$ cat src/common/event_flag_pkg.sv
// Constants for the two global event-flag registers and their read port.
// Assumes a same-clock register read port driven by the serial bus slave.
// What this block does
// - Flags stick until read; read clears register
// - First register bit 7: dropout entered
// - Unused bits meaningless; write zero, ignore reads
// - First register bit 5: above threshold two
// - First register bit 4: above threshold one
// - First register bit 3: enable pin rises
// - First register bit 2: enable pin falls
// - First register bit 1: input pin0 rises
// - First register bit 0: input pin0 falls
// - Pin edges count only while pin is input
// - Second register bit 5: linear regulator fault
// - Second register bit 4: switching regulator timeout
// - Second register bit 1: input pin1 rises
// - Second register bit 0: input pin1 falls
// - Status bit 0 mirrors unmasked interrupt drive
package event_flag_pkg;
  localparam int unsigned DATA_W = 8;
  localparam int unsigned ADDR_W = 8;
  localparam logic [7:0] FLAGS_A_OFFSET = 8'h00;
  localparam logic [7:0] FLAGS_B_OFFSET = 8'h04;
  localparam logic [7:0] STATUS_OFFSET = 8'h06;
  localparam logic [7:0] FLAGS_RESET = 8'h00;
  localparam logic [7:0] READ_ZERO = 8'h00;
  // Bits that hold a flag; the rest always read zero
  localparam logic [7:0] FLAGS_A_USED = 8'hbf;
  localparam logic [7:0] FLAGS_B_USED = 8'h33;
  // Field positions, first register
  localparam int unsigned DROPOUT_RISE_BIT = 7;
  localparam int unsigned THERMAL_TWO_RISE_BIT = 5;
  localparam int unsigned THERMAL_ONE_RISE_BIT = 4;
  localparam int unsigned ENABLE_RISE_BIT = 3;
  localparam int unsigned ENABLE_FALL_BIT = 2;
  localparam int unsigned PIN0_RISE_BIT = 1;
  localparam int unsigned PIN0_FALL_BIT = 0;
  // Field positions, second register
  localparam int unsigned LINEAR_FAULT_BIT = 5;
  localparam int unsigned SWITCHING_TIMEOUT_BIT = 4;
  localparam int unsigned PIN1_RISE_BIT = 1;
  localparam int unsigned PIN1_FALL_BIT = 0;
  // Status register field
  localparam int unsigned STATUS_IRQ_BIT = 0;
  // Synchronised input lanes
  localparam int unsigned LANE_DROPOUT = 0;
  localparam int unsigned LANE_THERMAL_ONE = 1;
  localparam int unsigned LANE_THERMAL_TWO = 2;
  localparam int unsigned LANE_ENABLE = 3;
  localparam int unsigned LANE_PIN0 = 4;
  localparam int unsigned LANE_PIN1 = 5;
  localparam int unsigned LANE_LINEAR = 6;
  localparam int unsigned LANE_SWITCHING = 7;
  localparam int unsigned LANES = 8;
endpackage

$ cat src/design/global_event_flags.sv
// Two read-to-clear global event-flag registers and the interrupt drive.
// Each source is synchronised, turned into edge pulses and latched into a
// sticky flag; a read of a register returns its flags and clears them.
// Assumes detector outputs and pins are asynchronous levels; the read port,
// masks and pin directions come from same-clock logic.
`timescale 1ns/1ns
`default_nettype none
module global_event_flags (
  // Clock and synchronous active-low reset
  input wire logic clk,
  input wire logic rst_n,
  // Detector levels and pins, all asynchronous to clk
  input wire logic dropout_detect,
  input wire logic thermal_threshold_one,
  input wire logic thermal_threshold_two,
  input wire logic enable_pin_active_low,
  input wire logic [1:0] general_input_pin,
  // Same-clock pin direction (1 = input) and masks (1 = masked); the two regulator levels are asynchronous lanes
  input wire logic [1:0] pin_is_input,
  input wire logic linear_regulator_fault,
  input wire logic switching_regulator_timeout,
  input wire logic [7:0] mask_a,
  input wire logic [7:0] mask_b,
  // Read port from the serial bus slave
  input wire logic rd_strobe,
  input wire logic [7:0] rd_addr,
  output logic [7:0] rd_data,
  output logic rd_valid,
  // Pin drive, low while an unmasked flag is pending
  output logic interrupt_output_active_low
);
  // Synchroniser lanes, their raw edges and the qualified edges
  logic [event_flag_pkg::LANES-1:0] lane_in;
  logic [event_flag_pkg::LANES-1:0] lane_rise;
  logic [event_flag_pkg::LANES-1:0] lane_fall;
  logic [event_flag_pkg::LANES-1:0] raw_rise;
  logic [event_flag_pkg::LANES-1:0] raw_fall;
  logic [2:0] warm_up;
  logic armed;
  // Flag state, event pulses and next values
  logic [7:0] global_event_flags_a;
  logic [7:0] global_event_flags_b;
  logic [7:0] set_a;
  logic [7:0] set_b;
  logic [7:0] next_flags_a;
  logic [7:0] next_flags_b;
  // Read clears and unmasked drive
  logic clear_a;
  logic clear_b;
  logic pending_a;
  logic pending_b;
  logic pending;

  // Address decode, shared by the clear strobes and the read mux
  function automatic logic addr_hit(input logic [7:0] a, input logic [7:0] off);
    addr_hit = (a == off);
  endfunction

  // Sticky update: a set in the clearing cycle survives the clear, and
  // bits outside the used mask can never latch
  function automatic logic [7:0] sticky_next(
    input logic [7:0] held,
    input logic [7:0] evt,
    input logic clear,
    input logic [7:0] used
  );
    sticky_next = ((clear ? 8'h00 : held) | evt) & used;
  endfunction

  // Status word: only the gate-drive mirror is kept, the rest reads zero
  function automatic logic [7:0] status_word(input logic drive);
    status_word = event_flag_pkg::READ_ZERO;
    status_word[event_flag_pkg::STATUS_IRQ_BIT] = drive;
  endfunction

  // One lane per asynchronous source, in the order fixed by the package
  assign lane_in[event_flag_pkg::LANE_DROPOUT] = dropout_detect;
  assign lane_in[event_flag_pkg::LANE_THERMAL_ONE] = thermal_threshold_one;
  assign lane_in[event_flag_pkg::LANE_THERMAL_TWO] = thermal_threshold_two;
  assign lane_in[event_flag_pkg::LANE_ENABLE] = enable_pin_active_low;
  assign lane_in[event_flag_pkg::LANE_PIN0] = general_input_pin[0];
  assign lane_in[event_flag_pkg::LANE_PIN1] = general_input_pin[1];
  assign lane_in[event_flag_pkg::LANE_LINEAR] = linear_regulator_fault;
  assign lane_in[event_flag_pkg::LANE_SWITCHING] = switching_regulator_timeout;

  // Every external level is synchronised before its edges are used
  genvar g;
  generate
    for (g = 0; g < event_flag_pkg::LANES; g = g + 1) begin : g_lane
      sync_edge u_sync (
        .clk(clk),
        .rst_n(rst_n),
        .async_in(lane_in[g]),
        .rise(raw_rise[g]),
        .fall(raw_fall[g])
      );
    end
  endgenerate

  // Warm-up: every synchroniser chain resets low, so a level that is
  // already high at release (the enable pin idles high) would look like a
  // rising edge two cycles later. Edges are ignored until the chain and its
  // history flop both hold real samples; a level that is already there at
  // the first edge after release is the starting level, not an event.
  always_ff @(posedge clk) begin
    if (!rst_n) begin
      warm_up <= 3'h0;
    end else begin
      warm_up <= {warm_up[1:0], 1'b1};
    end
  end

  assign armed = warm_up[2];

  // Qualified edge pulses, as used by the flag logic
  assign lane_rise = raw_rise & {event_flag_pkg::LANES{armed}};
  assign lane_fall = raw_fall & {event_flag_pkg::LANES{armed}};

  // Event pulses into the first register
  always_comb begin
    set_a = 8'h00;
    set_a[event_flag_pkg::DROPOUT_RISE_BIT] =
      lane_rise[event_flag_pkg::LANE_DROPOUT];
    set_a[event_flag_pkg::THERMAL_TWO_RISE_BIT] =
      lane_rise[event_flag_pkg::LANE_THERMAL_TWO];
    set_a[event_flag_pkg::THERMAL_ONE_RISE_BIT] =
      lane_rise[event_flag_pkg::LANE_THERMAL_ONE];
    set_a[event_flag_pkg::ENABLE_RISE_BIT] =
      lane_rise[event_flag_pkg::LANE_ENABLE];
    set_a[event_flag_pkg::ENABLE_FALL_BIT] =
      lane_fall[event_flag_pkg::LANE_ENABLE];
    // A pin driven as an output gives no edges
    set_a[event_flag_pkg::PIN0_RISE_BIT] =
      lane_rise[event_flag_pkg::LANE_PIN0] & pin_is_input[0];
    set_a[event_flag_pkg::PIN0_FALL_BIT] =
      lane_fall[event_flag_pkg::LANE_PIN0] & pin_is_input[0];
  end

  // Event pulses into the second register
  always_comb begin
    set_b = 8'h00;
    set_b[event_flag_pkg::LINEAR_FAULT_BIT] =
      lane_rise[event_flag_pkg::LANE_LINEAR];
    set_b[event_flag_pkg::SWITCHING_TIMEOUT_BIT] =
      lane_rise[event_flag_pkg::LANE_SWITCHING];
    set_b[event_flag_pkg::PIN1_RISE_BIT] =
      lane_rise[event_flag_pkg::LANE_PIN1] & pin_is_input[1];
    set_b[event_flag_pkg::PIN1_FALL_BIT] =
      lane_fall[event_flag_pkg::LANE_PIN1] & pin_is_input[1];
  end

  // A read clears its register at the same edge that samples it
  assign clear_a = rd_strobe & addr_hit(rd_addr, event_flag_pkg::FLAGS_A_OFFSET);
  assign clear_b = rd_strobe & addr_hit(rd_addr, event_flag_pkg::FLAGS_B_OFFSET);

  // Next flag values; unused bits are forced to zero so they can never latch
  assign next_flags_a = sticky_next(global_event_flags_a, set_a, clear_a,
    event_flag_pkg::FLAGS_A_USED);
  assign next_flags_b = sticky_next(global_event_flags_b, set_b, clear_b,
    event_flag_pkg::FLAGS_B_USED);

  // First flag register, held until the host reads it
  always_ff @(posedge clk) begin
    if (!rst_n) begin
      global_event_flags_a <= event_flag_pkg::FLAGS_RESET;
    end else begin
      global_event_flags_a <= next_flags_a;
    end
  end

  // Second flag register, same treatment
  always_ff @(posedge clk) begin
    if (!rst_n) begin
      global_event_flags_b <= event_flag_pkg::FLAGS_RESET;
    end else begin
      global_event_flags_b <= next_flags_b;
    end
  end

  // Unmasked gate drive: any set flag whose mask bit is clear; each mask
  // only gates the flags of its own register
  assign pending_a = |(global_event_flags_a & ~mask_a);
  assign pending_b = |(global_event_flags_b & ~mask_b);
  assign pending = pending_a | pending_b;

  // Registered pin drive, one cycle behind the flags
  always_ff @(posedge clk) begin
    if (!rst_n) begin
      interrupt_output_active_low <= 1'b1;
    end else begin
      interrupt_output_active_low <= ~pending;
    end
  end

  // Answer strobe, raised at the edge that takes the request, for one cycle
  always_ff @(posedge clk) begin
    if (!rst_n) begin
      rd_valid <= 1'b0;
    end else begin
      rd_valid <= rd_strobe;
    end
  end

  // Read data returns the value held before the clear takes effect, and
  // then stands until the next read so a slow host can still pick it up
  always_ff @(posedge clk) begin
    if (!rst_n) begin
      rd_data <= event_flag_pkg::READ_ZERO;
    end else begin
      if (!rd_strobe) begin
        rd_data <= rd_data;
      end else if (clear_a) begin
        rd_data <= global_event_flags_a;
      end else if (clear_b) begin
        rd_data <= global_event_flags_b;
      end else if (addr_hit(rd_addr, event_flag_pkg::STATUS_OFFSET)) begin
        rd_data <= status_word(pending);
      end else begin
        rd_data <= event_flag_pkg::READ_ZERO; // Unmapped addresses read zero
      end
    end
  end
endmodule
`default_nettype wire

$ cat src/design/sync_edge.sv
// Two-flop synchroniser for one asynchronous level, with edge pulses.
// Assumes the input is a level from outside the clock domain.
`timescale 1ns/1ns
`default_nettype none
module sync_edge (
  input wire logic clk,
  input wire logic rst_n,
  input wire logic async_in,
  output logic rise,
  output logic fall
);
  logic meta;
  logic stable;
  logic prev;

  // First flop feeds only the second; edges are seen on the stable copies
  always_ff @(posedge clk) begin
    if (!rst_n) begin
      meta <= 1'b0;
      stable <= 1'b0;
      prev <= 1'b0;
    end else begin
      meta <= async_in;
      stable <= meta;
      prev <= stable;
    end
  end

  // One-cycle pulses per transition
  assign rise = stable & ~prev;
  assign fall = ~stable & prev;
endmodule
`default_nettype wire

$ cat config.mk
export PLATFORM = sky130hd
export DESIGN_NAME = global_event_flags
export DESIGN_NICKNAME = d
export VERILOG_FILES = /design/src/common/event_flag_pkg.sv /design/src/design/global_event_flags.sv /design/src/design/sync_edge.sv
export SDC_FILE = /design/constraint.sdc
export NUM_CORES = 1
export LEC_CHECK = 0
export BUFFER_PORTS_ARGS = -buffer_cell sky130_fd_sc_hd__buf_2
export CAP_MARGIN = 20
export CELL_PAD_IN_SITES_DETAIL_PLACEMENT = 1
export CELL_PAD_IN_SITES_GLOBAL_PLACEMENT = 1
export CORE_ASPECT_RATIO = 0.8
export CORE_UTILIZATION = 39
export CTS_CLUSTER_DIAMETER = 80
export DETAILED_ROUTE_END_ITERATION = 16
export PLACE_DENSITY_LB_ADDON = 0.1
export SLEW_MARGIN = 20
export SYNTH_ARGS = -nofsm -noshare
export SYNTH_HDL_FRONTEND = slang
export SYNTH_HIERARCHICAL = 1
export SYNTH_SLANG_ARGS = --single-unit
$ cat constraint.sdc
create_clock -name clk -period 1.8 [get_ports clk]
set_input_delay 0.36 -clock clk [delete_from_list [all_inputs] [get_ports clk]]
set_output_delay 0.36 -clock clk [all_outputs]
set_load 0.01 [all_outputs]
==> impl_metrics.tcl, run 1 <==
set metrics [dict create \
    syn_nets 204 \
    r2r_cells 6 \
    crit_start "global_event_flags_b[1]" \
    cp-endpoint "rd_data[0]" \
    num_antenna_cells 0 \
    crit_path_max_fanout 3 \
    insertion_delay_ns 0.30 \
    antenna_found_initial 0 \
    p_int_mw 1.40 \
    boundaryPins 47 \
    r2r-start "global_event_flags_b[1]" \
    route.detailed.drc 0 \
    use_met2 0.261 \
    p_sw_mw 0.410 \
    skew_ns 0.00475 \
    cts_sinks 47 \
    gp_congestion 0.722 \
    hp-start "general_input_pin[1]" \
    portBuffers 40 \
    cts_resized 0 \
    clock_path_buffers 2 \
    pwr-share-comb 0.063 \
    outcome "finished clean" \
    grt_use_met3 0.0471 \
    crit_type "reg2reg" \
    first_iter_violations 43 \
    start_util 0.415 \
    area_growth_pct 19.0 \
    ir_worst_vdd_v 0.000475 \
    numCtsBuffers 5 \
    synth.avg_cell_area_um2 10.6 \
    post_dp_cell_area_um2 2020 \
    p_seq_frac 0.597 \
    setup_violations 0 \
    syn_inst 167 \
    die-area_um2 4810 \
    design_area_um2 2100 \
    cp-end-kind "register" \
    min_period_ns 1.63 \
    rows 21 \
    vias_per_cell 4.83 \
    fin_crit_sh 0.904 \
    grt_pass1_wl_um 6070 \
    ctsRootBufferMaster "clkbuf_8" \
    worstPathArrival_ns 1.81 \
    whs_ns 0.252 \
    r2r_setup_slack_ns 0.17 \
    grt_max_degree 28 \
    cts_tree "built" \
    cap_viol_max_count 0 \
    dr.pass1.iters 3 \
    clk_pin_slew_worst_paths_ns 0.09 \
    grt_overflow 0 \
    start_kind "register" \
    yosysWarnings 6 \
    instances_no_fill 268 \
    reg2reg_to "rd_data[0]" \
    antenna_left 0 \
    drv_slew 0 \
    wl_per_cell_um 13.3 \
    met1_usage 0.199 \
    fin_util 0.494 \
    via_count 1294 \
    wirelength_um 3550 \
    die_height_um 62.2 \
    grtUsageTotal 0.164 \
    fin_nets 247 \
    crit_required_ns 1.98 \
    p_leak_nw 0.851 \
    postCtsSetupBuffers 0 \
    pwr-share-clk 0.340 \
    rsz0062_at_grt "false" \
    cts-hold-fix-buffers 0 \
    power_density_nw_per_um2 861 \
    dp.cells 260 \
    grt_pass1_vias 1319 \
    drive_above_1_share 0.294 \
    core-area_um2 4260 \
    hp-class "in2reg" \
    grt.busiest_layer "met2" \
    setup_tns_ns 0 \
    dieWidth_um 77.3 \
    htreeDepth 2 \
    synth_area_um2 1770 \
    switching_share 0.226 \
    hold_viol 0 \
    clock.fmax_mhz 615 \
    hpwl_um 2690 \
    n_fill_cell 509 \
]
state kept, by name, summed over array words and instances (netlist names), 3 cells and up:
register              flops
warm_up                   3
g_lane.u_sync/stable      8
rd_data                   7
global_event_flags_b      4
g_lane.u_sync/meta        8
g_lane.u_sync/prev        8
global_event_flags_a      7
cell type report:
| class | instances | area (µm²) | area share |
|---|---|---|---|
| well taps | 57 | 71.3 | 0.0339 |
| clock inverters | 2 | 12.5 | 0.00595 |
| flip-flops and latches | 47 | 941 | 0.447 |
| clock buffers | 6 | 72.6 | 0.0345 |
| multi-input cells | 108 | 764 | 0.363 |
| repair buffers | 43 | 223 | 0.106 |
| inverters | 5 | 18.8 | 0.00892 |
worst max-delay path: stages (launching register included):
cell and delay (ns):
dfxtp_1 0.33, nor2b_1 0.13, a2111oi_1 0.42, buf_4 0.18
o2111ai_1 0.13, nor3_1 0.23, o22ai_1 0.09
how the worst min path moves through the flow:
stage	end	slack [ns]	cells past startpoint
2_1_floorplan	warm_up[0]	0.39	0
3_3_place_gp	g_lane[5].u_sync/stable	0.41	1
3_5_place_dp	g_lane[2].u_sync/stable	0.42	1
4_1_cts	g_lane[4].u_sync/meta	0.24	2
5_1_grt	g_lane[0].u_sync/meta	0.25	2
6_report	g_lane[5].u_sync/meta	0.25	2
power by group through the flow:
stage | logic [mW] | registers [mW] | clock network (mW)
2_1_floorplan | 0.0593 | 1.10 | 0
3_3_place_gp | 0.110 | 1.10 | 0
3_5_place_dp | 0.116 | 1.11 | 0
4_1_cts | 0.116 | 1.08 | 0.639
5_1_grt | 0.127 | 1.08 | 0.693
6_report | 0.114 | 1.08 | 0.617
through the flow:
stage / setup WS, ns / power (mW)
global placement: 0.0584 / 1.21
floorplan: 0.415 / 1.16
CTS: 0.0691 / 1.84
global route: 0.0222 / 1.91
detailed placement: 0.0408 / 1.22
finish: 0.173 / 1.81
placed cells by master, fill, tap and decap left out:
cell,count
dfxtp_1,47
buf_2,40
nor2b_1,32
and2_1,27
nand3_1,5
nand2b_1,5
a21oi_1,5
inv_1,5
a22oi_2,5
clkbuf_8,5
a32oi_1,4
mux2_2,3
a21boi_1,3
buf_4,3
a22oi_1,2
o21ai_0,2
nor4_4,1
nor4b_4,1
nor3b_2,1
and2b_1,1
nand2_2,1
nor2_1,1
nand2_1,1
o31ai_1,1
o221ai_1,1
a2111oi_1,1
o2111ai_1,1
nor3_1,1
o22ai_1,1
or2_1,1
conb_1,1
clkbuf_1,1
clkinv_2,1
clkinvlp_4,1
layer usage:
metal,vias to the layer above,routed length (µm)
met5,-,0
li1,641,-
met1,608,1620
met2,36,1670
met3,9,186
met4,0,79
(Power assumes the default switching activity.)
==> run 2: changes to the inputs <==
--- a/config.mk
+++ b/config.mk
@@ -5,14 +5,14 @@
 export SDC_FILE = /design/constraint.sdc
 export NUM_CORES = 1
 export LEC_CHECK = 0
-export BUFFER_PORTS_ARGS = -buffer_cell sky130_fd_sc_hd__buf_2
 export CAP_MARGIN = 20
 export CELL_PAD_IN_SITES_DETAIL_PLACEMENT = 1
 export CELL_PAD_IN_SITES_GLOBAL_PLACEMENT = 1
 export CORE_ASPECT_RATIO = 0.8
-export CORE_UTILIZATION = 39
+export CORE_UTILIZATION = 46
 export CTS_CLUSTER_DIAMETER = 80
 export DETAILED_ROUTE_END_ITERATION = 16
+export DONT_BUFFER_PORTS = 1
 export PLACE_DENSITY_LB_ADDON = 0.1
 export SLEW_MARGIN = 20
 export SYNTH_ARGS = -nofsm -noshare
==> impl_metrics.tcl, run 2 (synthesized netlist as in run 1, its figures left out) <==
set metrics [dict create \
    r2r-start "global_event_flags_b[1]" \
    grt_pass1_wl_um 5470 \
    cts_sinks 47 \
    cts-hold-fix-buffers 0 \
    start_kind "register" \
    num_antenna_cells 0 \
    worst_slack_ns 0.198 \
    layout_commonest_cell "dfxtp_1" \
    die_height_um 57.5 \
    post_dp_cell_area_um2 1780 \
    power_mw 1.78 \
    dieWidth_um 71.3 \
    crit_path_max_fanout 3 \
    grtUsageTotal 0.179 \
    hold_viol 0 \
    hp-class "in2reg" \
    via_count 1104 \
    p_sw_mw 0.360 \
    p_seq_frac 0.609 \
    reg.largest.list "g_lane.u_sync/meta: 8 flops, g_lane.u_sync/prev: 8 flops, g_lane.u_sync/stable: 8 flops" \
    cts_resized 0 \
    path_buf_inv 0 \
    crit_chain "nor2b_1, a2111oi_0, o2111ai_1, nor3_1, o22ai_1" \
    rsz0062_at_grt "false" \
    numCtsBuffers 5 \
    r2r_cells 5 \
    gp_congestion 0.774 \
    wl_per_cell_um 15.5 \
    fin_nets 204 \
    portBuffers 0 \
    crit_start "global_event_flags_b[1]" \
    grt_pass1_vias 1174 \
    antenna_left 0 \
    grt_overflow 0 \
    cts_tree "built" \
    grt.busiest_layer "met2" \
    crit_required_ns 1.98 \
    cp-endpoint "rd_data[0]" \
    drive_above_1_share 0.113 \
    grt_max_degree 48 \
    n_fill_cell 393 \
    htreeDepth 2 \
    p_int_mw 1.42 \
    pwr-share-comb 0.028 \
    hpwl_um 2320 \
    antenna_found_initial 0 \
    switching_share 0.203 \
    outcome "finished, violations left" \
    boundaryPins 47 \
    worstPathArrival_ns 1.78 \
    crit_cells 5 \
    min_period_ns 1.60 \
    met1_usage 0.210 \
    r2r_setup_slack_ns 0.20 \
    final_cell_mix "dfxtp_1, nor2b_1, and2_1" \
    power_density_nw_per_um2 950 \
    cap_viol_max_count 0 \
    area_growth_pct 5.80 \
    clock.fmax_mhz 624 \
    use_met2 0.306 \
    vias_per_cell 5.26 \
    route.detailed.drc 5 \
    design_area_um2 1870 \
    core-area_um2 3540 \
    rows 19 \
    setup_violations 0 \
    fin_crit_sh 0.890 \
    crit_type "reg2reg" \
    skew_ns 0.00782 \
    violations "DRC" \
    postCtsSetupBuffers 0 \
    ir_worst_vdd_v 0.000524 \
    wirelength_um 3260 \
    ctsRootBufferMaster "clkbuf_8" \
    tightest_slew_ns 0.515 \
    first_iter_violations 57 \
    drv_slew 0 \
    clk_pin_slew_worst_paths_ns 0.08 \
    grt_use_met3 0.0724 \
    reg2reg_to "rd_data[0]" \
    insertion_delay_ns 0.29 \
    place_ws_ns 0.198 \
    cp_top_family "compound AO/OA/AOI/OAI gates" \
    relSlewSlack 0.656 \
    cp-end-kind "register" \
    cpPeakStageDelay_ns 0.46 \
    die-area_um2 4100 \
    cpMaxStageDelayCell "a2111oi_0" \
    pwr-share-clk 0.363 \
    clock_path_buffers 2 \
    start_util 0.499 \
    p_leak_nw 0.676 \
    dr.pass1.iters 10 \
    setup_tns_ns 0 \
]
[run 2: changes by cell type in the layout (fill, tap and decap cells not counted), sizes merged]
cell | previous run | this run
buf | 43 | 0
clkbuf | 6 | 7
clkinvlp | 1 | 0
[run 2: worst reg2reg max path, delay by kind of cell (launching register included)]
kind,cells,cell delay [ns]
compound gates,3,0.78
flops,1,0.33
simple gates,2,0.37
[run 2: through the flow]
step	std cells	hold WS, ns	utilization
finish	210	0.101	0.528
global route	210	0.0675	0.528
CTS	210	0.0768	0.528
detailed placement	202	0.390	0.501
global placement	202	0.391	0.501
floorplan	167	0.388	-
[run 2: area by class of cell]
type	instances	area, µm²	share of cell area
inverters	5	18.8	0.0100
well taps	42	52.6	0.0281
multi-input cells	108	763	0.408
clock inverters	1	8.76	0.00468
clock buffers	7	86.3	0.0462
flip-flops and latches	47	941	0.503
[run 2: worst min-delay path by stage]
stage / start / to / cells after the start
after detailed placement: rst_n / warm_up[0] / 0
final: rst_n / warm_up[0] / 0
after floorplan: rst_n / warm_up[0] / 0
after global placement: rst_n / warm_up[0] / 0
after CTS: rst_n / warm_up[0] / 0
after global routing: rst_n / warm_up[0] / 0
[run 2: power groups by stage]
stage	Clock, mW	Combinational (mW)	Sequential [mW]
after floorplan	0	0.0593	1.10
after global placement	0	0.0490	1.11
after detailed placement	0	0.0509	1.11
after CTS	0.670	0.0513	1.08
after global routing	0.712	0.0563	1.09
final	0.645	0.0504	1.08
[run 2: routing by layer]
layer | routed length, µm | vias up
met1 | 1470 | 521
met2 | 1600 | 29
met5 | 0 | -
li1 | - | 552
met4 | 6 | 0
met3 | 192 | 2
==> run 3: changes to the inputs <==
--- a/config.mk
+++ b/config.mk
@@ -14,6 +14,7 @@
 export DETAILED_ROUTE_END_ITERATION = 16
 export DONT_BUFFER_PORTS = 1
 export PLACE_DENSITY_LB_ADDON = 0.1
+export RECOVER_POWER = 50
 export SLEW_MARGIN = 20
 export SYNTH_ARGS = -nofsm -noshare
 export SYNTH_HDL_FRONTEND = slang
==> impl_metrics.tcl, run 3 (synthesized netlist as in run 1, its figures left out) <==
set metrics [dict create \
    min_period_ns 1.60 \
    start_kind "register" \
    r2r_cells 5 \
    num_antenna_cells 0 \
    r2r-start "global_event_flags_b[1]" \
    first_iter_violations 61 \
    clock.fmax_mhz 624 \
    p_leak_nw 0.670 \
    worst_slack_ns 0.198 \
    die_height_um 57.5 \
    htreeDepth 2 \
    dieWidth_um 71.3 \
    crit_path_max_fanout 3 \
    portBuffers 0 \
    via_count 1108 \
    antenna_found_initial 0 \
    tightest_slew_ns 0.512 \
    design_area_um2 1870 \
    drv_slew 0 \
    cpPeakStageDelay_ns 0.45 \
    postCtsSetupBuffers 0 \
    switching_share 0.203 \
    layout_commonest_cell "dfxtp_1" \
    hp-class "in2reg" \
    p_int_mw 1.42 \
    gp_congestion 0.774 \
    cts_tree "built" \
    start_util 0.499 \
    crit_type "reg2reg" \
    antenna_left 0 \
    insertion_delay_ns 0.29 \
    r2r_setup_slack_ns 0.20 \
    grt_overflow 0 \
    drive_above_1_share 0.113 \
    worstPathArrival_ns 1.78 \
    hpwl_um 2320 \
    final_cell_mix "dfxtp_1, nor2b_1, and2_1" \
    numCtsBuffers 5 \
    clock_path_buffers 2 \
    p_seq_frac 0.609 \
    wirelength_um 3280 \
    post_dp_cell_area_um2 1780 \
    die-area_um2 4100 \
    cp-end-kind "register" \
    reg2reg_to "rd_data[0]" \
    rsz0062_at_grt "false" \
    cts_sinks 47 \
    skew_ns 0.00851 \
    violations "DRC" \
    cts_resized 0 \
    place_ws_ns 0.198 \
    fin_nets 204 \
    relSlewSlack 0.658 \
    area_growth_pct 5.80 \
    wl_per_cell_um 15.6 \
    dr.pass1.iters 10 \
    ir_worst_vdd_v 0.000524 \
    fin_crit_sh 0.890 \
    clk_pin_slew_worst_paths_ns 0.08 \
    hp-start "rst_n" \
    crit_required_ns 1.98 \
    whs_path_depth 0 \
    holdPathEnd "warm_up[0]" \
    cpMaxStageDelayCell "a2111oi_0" \
    grt_pass1_vias 1174 \
    grt_pass1_wl_um 5470 \
    core-area_um2 3540 \
    setup_tns_ns 0 \
    cts-hold-fix-buffers 0 \
    grtUsageTotal 0.179 \
    route.detailed.drc 5 \
    crit_chain "nor2b_1, a2111oi_0, o2111ai_1, nor3_1, o22ai_1" \
    reg.largest.list "g_lane.u_sync/meta: 8 flops, g_lane.u_sync/prev: 8 flops, g_lane.u_sync/stable: 8 flops" \
    cap_viol_max_count 0 \
    hold_viol 0 \
    rows 19 \
    p_sw_mw 0.361 \
    pwr-share-clk 0.363 \
    outcome "finished, violations left" \
    ctsRootBufferMaster "clkbuf_8" \
    vias_per_cell 5.28 \
    setup_violations 0 \
    pwr-share-comb 0.028 \
    power_density_nw_per_um2 950 \
    grt_max_degree 48 \
    boundaryPins 47 \
]
-- run 3: cell counts in the layout (fill, tap and decap cells not counted) --
No cell type changed its count.
-- run 3: final cells by class --
cell class	instances	area (µm²)
Tap cell	42	52.6
Clock buffer	7	86.3
Fill cell	393	1670
Clock inverter	1	8.76
Multi-Input combinational cell	108	763
Sequential cell	47	941
Inverter	5	18.8
-- run 3: through the flow --
stage               instances  power [mW]  hold slack [ns]   util
floorplan                 167        1.16            0.388      -
global placement          202        1.15            0.391  0.501
detailed placement        202        1.16            0.390  0.501
CTS                       210        1.80           0.0768  0.528
global route              210        1.85           0.0675  0.528
finish                    210        1.78            0.109  0.528
-- run 3: worst max path at each step --
| stage | cells past startpoint | endpoint | slack [ns] | start |
|---|---|---|---|---|
| finish | 5 | rd_data[0] | 0.20 | global_event_flags_b[1] |
| global route | 5 | rd_data[0] | 0.1 | global_event_flags_b[1] |
| CTS | 5 | rd_data[0] | 0.18 | global_event_flags_b[1] |
| detailed placement | 5 | rd_data[0] | 0.20 | global_event_flags_b[1] |
| global placement | 5 | rd_data[0] | 0.23 | global_event_flags_b[1] |
| floorplan | 6 | global_event_flags_a[0] | 0.42 | rd_addr[0] |
-- run 3: power by group through the flow --
stage	Sequential (mW)	Combinational (mW)	Clock, mW
after floorplan	1.10	0.0593	0
after global placement	1.11	0.0490	0
after detailed placement	1.11	0.0509	0
after CTS	1.08	0.0513	0.670
after global routing	1.09	0.0558	0.712
final	1.08	0.0498	0.646
-- run 3: routing by layer --
metal  share of wire  global-route usage  vias to the layer above
met5               0                   0                        -
met4          0.0018              0.0429                        0
met3           0.059              0.0724                        2
met2            0.48               0.306                       29
met1            0.46               0.210                      525
li1                -                   -                      552
-- run 3: critical path, delay by kind of cell (launching register included) --
family	cells	cell delay (ns)
flops	1	0.33
simple gates	2	0.37
compound gates	3	0.77
